<file path="src/hdl/port_lock_pkg.sv">
// Register map, field layout and reset values of the port lock and function select block
package port_lock_pkg;
  localparam logic [7:0] OFFS_LOCK = 8'h1c; // Port lock register
  localparam logic [7:0] OFFS_FUNC_LOW = 8'h20; // Function select, pins 0 to 7
  localparam int LOCK_KEY_POS = 16; // Key bit position
  localparam int PIN_COUNT = 16; // Pins in the port
  localparam int FUNC_PINS = 8; // Pins in the low select register
  localparam int FUNC_WIDTH = 4; // Bits per selector
  localparam logic [31:0] FUNC_LOW_RESET = 32'h0000_0000; // All pins on function 0
  localparam logic [15:0] PIN_LOCK_RESET = 16'h0000; // No pin locked
  localparam logic [1:0] RESP_OKAY = 2'h0; // Bus answer for a mapped word
  localparam logic [1:0] RESP_SLVERR = 2'h2; // Bus answer for an unmapped word
  // Key sequence states
  typedef enum logic [1:0] {
    KEY_IDLE = 2'b00, // Waiting for the first write with key 1
    KEY_SEEN1 = 2'b01, // First write taken
    KEY_SEEN0 = 2'b10, // Second write taken
    KEY_DONE = 2'b11 // Lock engaged
  } key_state_t;
endpackage

</file>
<file path="src/hdl/port_config_lock_and_altfunc.sv">
// Port configuration lock and alternate function select, AXI4-Lite slave
// How it works
// RL1 - Software writes key 1, 0, 1 with pattern
// RL2 - Key reads 1 after correct sequence
// RL3 - Changed pattern or wrong order aborts lock
// RL4 - Lock holds until system or peripheral reset
// RL5 - Key readable always, set only by sequence
// RL6 - Key reads 1 after first lock
// RL7 - Pin lock bits writable only while unlocked
// RL8 - Pin lock bit 1 marks pin locked
// RL9 - Four-bit selector per pin, pins 0-7
// RL10 - Function select at 0x20, resets zero
// RL11 - Locked pin ignores configuration writes
//
// The AXI4-Lite slave port was chosen for this implementation.
`timescale 1ns/1ps
module port_config_lock_and_altfunc (
  input wire logic clk_sys_i,
  input wire logic rst_n_i,
  input wire logic periph_rst_i,
  input wire logic ce_i,
  input wire logic [7:0] s_axi_awaddr_i,
  input wire logic s_axi_awvalid_i,
  output logic s_axi_awready_o,
  input wire logic [31:0] s_axi_wdata_i,
  input wire logic [3:0] s_axi_wstrb_i,
  input wire logic s_axi_wvalid_i,
  output logic s_axi_wready_o,
  output logic [1:0] s_axi_bresp_o,
  output logic s_axi_bvalid_o,
  input wire logic s_axi_bready_i,
  input wire logic [7:0] s_axi_araddr_i,
  input wire logic s_axi_arvalid_i,
  output logic s_axi_arready_o,
  output logic [31:0] s_axi_rdata_o,
  output logic [1:0] s_axi_rresp_o,
  output logic s_axi_rvalid_o,
  input wire logic s_axi_rready_i,
  output logic [15:0] pin_lock_o,
  output logic lock_key_o,
  output logic [31:0] pin_function_select_low_o
);
  import port_lock_pkg::*;

  // Bus, key and lock state in one record; the selectors live in pin_field_gate
  typedef struct packed {
    logic aw_held; // Write address captured
    logic [7:0] aw_addr; // Captured write address
    logic w_held; // Write data captured
    logic [31:0] w_data; // Captured write data
    logic [3:0] w_strb; // Captured byte strobes
    logic bvalid; // Write answer pending
    logic [1:0] bresp; // Write answer code
    logic rvalid; // Read answer pending
    logic [31:0] rdata; // Read answer data
    logic [1:0] rresp; // Read answer code
    key_state_t key_state; // Lock sequence progress
    logic [15:0] key_pattern; // Pattern of the first key write
    logic [15:0] pin_locks; // Per-pin lock bits
  } state_t;

  state_t cur; // Registered state
  state_t next_cur; // Next state
  logic do_write; // Both halves of a write present
  logic lock_wr; // Write to the lock register
  logic func_wr; // Write to the function select register
  logic key_active; // Lock engaged
  logic [31:0] func_word; // Assembled selectors
  logic [31:0] lock_word; // Lock register image

  assign key_active = (cur.key_state == KEY_DONE);
  assign do_write = cur.aw_held && cur.w_held && !cur.bvalid;
  assign lock_wr = do_write && (cur.aw_addr[7:2] == OFFS_LOCK[7:2]);
  assign func_wr = do_write && (cur.aw_addr[7:2] == OFFS_FUNC_LOW[7:2]); // [RL10]
  // Key bit reads live state; pin lock bits sit in the low half
  assign lock_word = {15'h0000, key_active, cur.pin_locks}; // [RL2] [RL5] [RL6]

  // One gated selector for each of pins 0 to 7; a locked pin drops writes to its field
  for (genvar g = 0; g < FUNC_PINS; g++) begin : g_sel
    pin_field_gate u_sel (
      .clk_sys_i(clk_sys_i),
      .rst_n_i(rst_n_i),
      .ce_i(ce_i),
      .clr_i(periph_rst_i), // [RL4]
      .wr_i(func_wr),
      .strb_mask_i({4{cur.w_strb[g/2]}}),
      .locked_i(key_active && cur.pin_locks[g]), // [RL8] [RL11]
      .wdata_i(cur.w_data[FUNC_WIDTH*g +: FUNC_WIDTH]), // [RL9]
      .sel_o(func_word[FUNC_WIDTH*g +: FUNC_WIDTH])
    );
  end

  // Bus handshake, key sequence and lock bits
  always_comb begin
    next_cur = cur;
    // Address and data are taken independently, in either order
    if (s_axi_awvalid_i && !cur.aw_held) begin
      next_cur.aw_held = 1'b1;
      next_cur.aw_addr = s_axi_awaddr_i;
    end
    if (s_axi_wvalid_i && !cur.w_held) begin
      next_cur.w_held = 1'b1;
      next_cur.w_data = s_axi_wdata_i;
      next_cur.w_strb = s_axi_wstrb_i;
    end
    if (do_write) begin
      next_cur.aw_held = 1'b0;
      next_cur.w_held = 1'b0;
      next_cur.bvalid = 1'b1;
      next_cur.bresp = (lock_wr || func_wr) ? RESP_OKAY : RESP_SLVERR;
    end
    if (cur.bvalid && s_axi_bready_i) begin
      next_cur.bvalid = 1'b0;
    end
    // Lock register writes use the whole word; partial strobes still count
    if (lock_wr && !key_active) begin
      next_cur.pin_locks = cur.w_data[15:0]; // [RL7]
      case (cur.key_state)
        KEY_IDLE: begin
          if (cur.w_data[LOCK_KEY_POS]) begin // [RL1]
            next_cur.key_state = KEY_SEEN1;
            next_cur.key_pattern = cur.w_data[15:0];
          end
        end
        KEY_SEEN1: begin
          // Wrong key or changed pattern restarts the sequence
          if (!cur.w_data[LOCK_KEY_POS] && cur.w_data[15:0] == cur.key_pattern) begin // [RL3]
            next_cur.key_state = KEY_SEEN0;
          end else begin
            next_cur.key_state = cur.w_data[LOCK_KEY_POS] ? KEY_SEEN1 : KEY_IDLE; // [RL3]
            next_cur.key_pattern = cur.w_data[15:0];
          end
        end
        KEY_SEEN0: begin
          if (cur.w_data[LOCK_KEY_POS] && cur.w_data[15:0] == cur.key_pattern) begin
            next_cur.key_state = KEY_DONE; // [RL1]
          end else begin
            next_cur.key_state = cur.w_data[LOCK_KEY_POS] ? KEY_SEEN1 : KEY_IDLE; // [RL3]
            next_cur.key_pattern = cur.w_data[15:0];
          end
        end
        default: begin
          next_cur.key_state = KEY_IDLE;
        end
      endcase
    end
    // Read channel: one read at a time, answered the cycle after
    if (s_axi_arvalid_i && !cur.rvalid) begin
      next_cur.rvalid = 1'b1;
      next_cur.rresp = RESP_OKAY;
      if (s_axi_araddr_i[7:2] == OFFS_LOCK[7:2]) begin
        next_cur.rdata = lock_word; // [RL2]
      end else if (s_axi_araddr_i[7:2] == OFFS_FUNC_LOW[7:2]) begin
        next_cur.rdata = func_word;
      end else begin
        next_cur.rdata = 32'h0000_0000;
        next_cur.rresp = RESP_SLVERR;
      end
    end else if (cur.rvalid && s_axi_rready_i) begin
      next_cur.rvalid = 1'b0;
    end
  end

  // State register; peripheral reset clears like system reset
  always_ff @(posedge clk_sys_i or negedge rst_n_i) begin
    if (!rst_n_i) begin
      cur <= '0; // [RL4]
    end else if (ce_i) begin
      if (periph_rst_i) begin
        cur <= '0; // [RL4]
      end else begin
        cur <= next_cur;
      end
    end
  end

  assign s_axi_awready_o = !cur.aw_held;
  assign s_axi_wready_o = !cur.w_held;
  assign s_axi_bvalid_o = cur.bvalid;
  assign s_axi_bresp_o = cur.bresp;
  assign s_axi_arready_o = !cur.rvalid;
  assign s_axi_rvalid_o = cur.rvalid;
  assign s_axi_rdata_o = cur.rdata;
  assign s_axi_rresp_o = cur.rresp;
  assign pin_lock_o = cur.pin_locks;
  assign lock_key_o = key_active;
  assign pin_function_select_low_o = func_word;
endmodule

</file>
<file path="src/hdl/pin_field_gate.sv">
// One write-gated 4-bit function selector for a single pin
`timescale 1ns/1ps
module pin_field_gate (
  input wire logic clk_sys_i,
  input wire logic rst_n_i,
  input wire logic ce_i,
  input wire logic clr_i,
  input wire logic wr_i,
  input wire logic [3:0] strb_mask_i,
  input wire logic locked_i,
  input wire logic [3:0] wdata_i,
  output logic [3:0] sel_o
);
  // Selector is held apart from the top struct so each pin gates itself
  typedef struct packed {
    logic [3:0] sel; // Stored function selector
  } sel_state_t;

  sel_state_t cur; // Registered selector
  sel_state_t next_cur; // Next selector

  // Peripheral reset wins over a write in the same cycle
  always_comb begin
    next_cur = cur;
    if (clr_i) begin
      next_cur.sel = 4'h0;
    end else if (wr_i && !locked_i) begin // [RL11]
      next_cur.sel = (cur.sel & ~strb_mask_i) | (wdata_i & strb_mask_i);
    end
  end

  // Frozen while the clock enable is low
  always_ff @(posedge clk_sys_i or negedge rst_n_i) begin
    if (!rst_n_i) begin
      cur <= '0;
    end else if (ce_i) begin
      cur <= next_cur;
    end
  end

  assign sel_o = cur.sel;
endmodule

</file>
<file path="config.mk">
export PLATFORM = sky130hd
export DESIGN_NAME = port_config_lock_and_altfunc
export DESIGN_NICKNAME = d
export VERILOG_FILES = /design/src/hdl/port_lock_pkg.sv /design/src/hdl/port_config_lock_and_altfunc.sv /design/src/hdl/pin_field_gate.sv
export SDC_FILE = /design/constraint.sdc
export NUM_CORES = 1
export LEC_CHECK = 0
export BUFFER_PORTS_ARGS = -buffer_cell sky130_fd_sc_hd__buf_2
export CAP_MARGIN = 40
export CORE_MARGIN = 2
export CORE_UTILIZATION = 43
export CTS_BUF_LIST = sky130_fd_sc_hd__clkbuf_8
export DETAILED_ROUTE_END_ITERATION = 8
export PLACE_DENSITY = 0.66
export REMOVE_ABC_BUFFERS = 1
export SLEW_MARGIN = 20
export SYNTH_ARGS = -nofsm -noshare
export SYNTH_HDL_FRONTEND = slang
export SYNTH_SLANG_ARGS = --single-unit
</file>
<file path="constraint.sdc">
create_clock -name clk_sys_i -period 4.8 [get_ports clk_sys_i]
set_input_delay 0.24 -clock clk_sys_i [delete_from_list [all_inputs] [get_ports clk_sys_i]]
set_output_delay 0.24 -clock clk_sys_i [all_outputs]
set_load 0.05 [all_outputs]
</file>
==> results by group <==
Route
  – Met3 wire len: 1232 microns
  – Routed wire length: 16920 microns
  – 1st-pass router iterations: 4
  – Total number of vias: 5030
  – WL/cell: 18.51 microns
  – Met2 WL: 7983 microns
  – Max Used Layer: met4
  – Remaining DRCs: 0
  – DR iter-0 viols: 405
  – Vias per Instance: 5.503
  – Post-DRT Antenna Nets: 0
  – Met1 WL: 7266 microns

STA
  – Least-Margin Pin Slew: 0.8808 ns
  – Shortest period the worst path allows: 2.362 ns
  – Unrepaired setup endpoints after global routing: false
  – Fin Clk Skew: 0.008360 ns
  – Fin crit share: 49.20%
  – Hold Slack: 0.01627 ns
  – Fmax: 423.5 MHz
  – Setup violators final: 0
  – Relative slew slack: 41.28%
  – Setup_tns: 0 ns
  – Final Slew Violations: 0
  – Hold Fails Final Rpt: 0

Die
  – Io pins: 151
  – Die area: 16790 sq um
  – Core area: 15310 sq um
  – Initial core utilization: 44.27%
  – Die span in x: 129.6 microns
  – Die height: 129.6 microns
  – Placement row count: 45

Layout
  – Filler cells: 1364
  – Nets: 751
  – Most common cell after layout, fill and taps aside: dfrtp_1
  – N_diodes: 0
  – Layout cells sized above 1: 31.44%
  – Area of the multi-input gates: 2587 sq um
  – Most frequent cells in the layout: dfrtp_1 (146), buf_2 (143), a22o_1 (68), nand2_1 (44), a22oi_1 (30)
  – Area grow syn2layout: 19.80%
  – FF/Latch Area: 3654 sq um

Setup path
  – CP required: 5.19 ns
  – Crit path from: s_axi_bvalid_o
  – WP data arrival: 2.75 ns
  – RR Startpoint: s_axi_bvalid_o
  – Crit end category: flip-flop
  – Startpoint types: flip-flop
  – CP Max Fanout: 20
  – Crit Path Category: reg -> reg

Yosys
  – Synth Instances: 573
  – Seq/Total Area, Yosys: 53.88%
  – Post-synth EDFFs: 0
  – Ys flop type: dfrtp_1
  – Yosys reg bits: 146
  – Synth area leaders: dfrtp_1 (54%), a22o_1 (8.8%), buf_4 (6.0%), a22oi_1 (3.3%), nand2_1 (2.4%)
  – Syn_area_per_cell: 11.83 sq um
  – Async S/R FF share, synth: 100.0%
  – Leading area contributor after synthesis: dfrtp_1
  – Post-synth cell types: 53
  – Cell area after synthesis: 6780 sq um
  – Synth Warn #: 0
  – Share of the synthesized area in the top cell type: 53.88%

Placement
  – I/O Buffers: 144
  – Hpwl dp: 11260 microns
  – GP Congestion: 0.8093

Clock network
  – Max Buffers Root-to-Sink: 2
  – TritonCTS clock tree: built
  – CTS root buf: clkbuf_8
  – # Post-CTS Setup Buffers: 0
  – CTS buffer count: 17
  – # resized after CTS: 0
  – Worst-path clk slew: 0.08 ns
  – Clock sinks: 146
  – Clock latency on the worst-skew pair: 0.45 ns
  – H-tree depth: 4

Global route
  – Number of global-route vias before repair: 4973
  – Grt ovf: 0
  – Initial antenna violation count: 0
  – Largest net degree at the start of global routing: 97
  – First-pass GRT wire length: 26280 microns
  – GRT Total Usage: 20.32%

Worst hold path
  – Hold Crit Class: in -> reg
  – Worst hold start: s_axi_wstrb_i[3]

Pwr
  – Total power: 2.852 mW
  – Leakage: 3.998 nW
  – Power Density: 351.1 nW/um^2
  – Worst IR Drop VDD: 0.1651 mV

Run
  – Total of max-cap violations: 0

Run status
  – Status: finished, final reports clean
[per-layer routing]
metal	up-vias	global-route usage, %
met5	-	0
met4	0	8.223
met3	34	5.161
met2	173	31.78
met1	2541	27.21
li1	2282	-
[cell type report]
class	count	share of cell area, %
tap	211	3.250
clock buffer	19	3.219
sequential	146	44.98
multi-input combinational	339	31.85
clock inverter	13	2.850
timing repair buffer	181	13.62
inverter	5	0.2311
[flip-flops by register name, summed over array words and instances, names as in the netlist]
name	flops
cur	62
g_sel.u_sel.sel_o	32
s_axi_rdata_o	32
pin_lock_o	16
s_axi_bresp_o	1
s_axi_bvalid_o	1
s_axi_rresp_o	1
s_axi_rvalid_o	1
[report_power, final]
group	leakage, nW	internal [mW]	switching [mW]
sequential	2.01	1.28	0.0593
clock	0.242	0.699	0.474
combinational	1.75	0.132	0.204
total	4.00	2.12	0.737
[timing repair]
action                                  4_1_cts  5_1_grt
hold endpoints to repair                    122        0
hold buffers                                 28        0
endpoints found under the setup margin        0        0
[critical path: stages, from the launching register on]
cell and delay (ns):
dfrtp_1 0.41, and3b_1 0.51, a41oi_4 0.20, nand2b_1 0.59, nor4_1 0.46, a21o_1 0.12
[cells in the mapped netlist (all sizes together), types with 3 or more instances]
library cell	n
a22o	68
o2bb2ai	15
a22oi	30
inv	5
o21ai	22
buf	66
xor2	16
nor3b	3
clkbuf	18
nor3	5
mux2i	16
o311ai	8
mux2	16
nand3b	10
a21oi	4
nor2	24
a211oi	4
nand3	6
nor2b	20
nor4	5
dfrtp	146
nand2	44
[worst paths after layout]
path / endpoint / slack (ns) / depth (start not counted)
min in group asynchronous: s_axi_rdata_o[27] / 0.25 / 2
max in group asynchronous: g_sel[3].u_sel.sel_o[1] / 3.56 / 3
worst max register to register: cur[33] / 2.44 / 5
worst min-delay path: cur[75] / 0.02 / 2
worst min register to register: s_axi_rdata_o[13] / 0.48 / 2
worst max-delay path: cur[33] / 2.44 / 5
[through the flow]
stage / utilization, % / instances / worst slack [ns] / cell area [sq um]
4_1_cts: 52.86 / 913 / 2.444 / 8095
6_report: 53.04 / 914 / 2.438 / 8123
3_3_place_gp: 47.64 / 851 / 2.404 / 7296
3_5_place_dp: 47.81 / 853 / 2.473 / 7322
5_1_grt: 53.04 / 914 / 2.278 / 8123
2_1_floorplan: - / 490 / 2.550 / 6241
[logic make-up after synthesis]
group	Yosys count	synth area share [%]
mux	32	5.573
flops	146	53.88
buf+inv	89	8.286
simple gates	129	10.56
compound gates	160	19.58
other cells	1	0.05531
xor+xnor	16	2.067
Note: power is estimated with default switching activity, not from simulation.
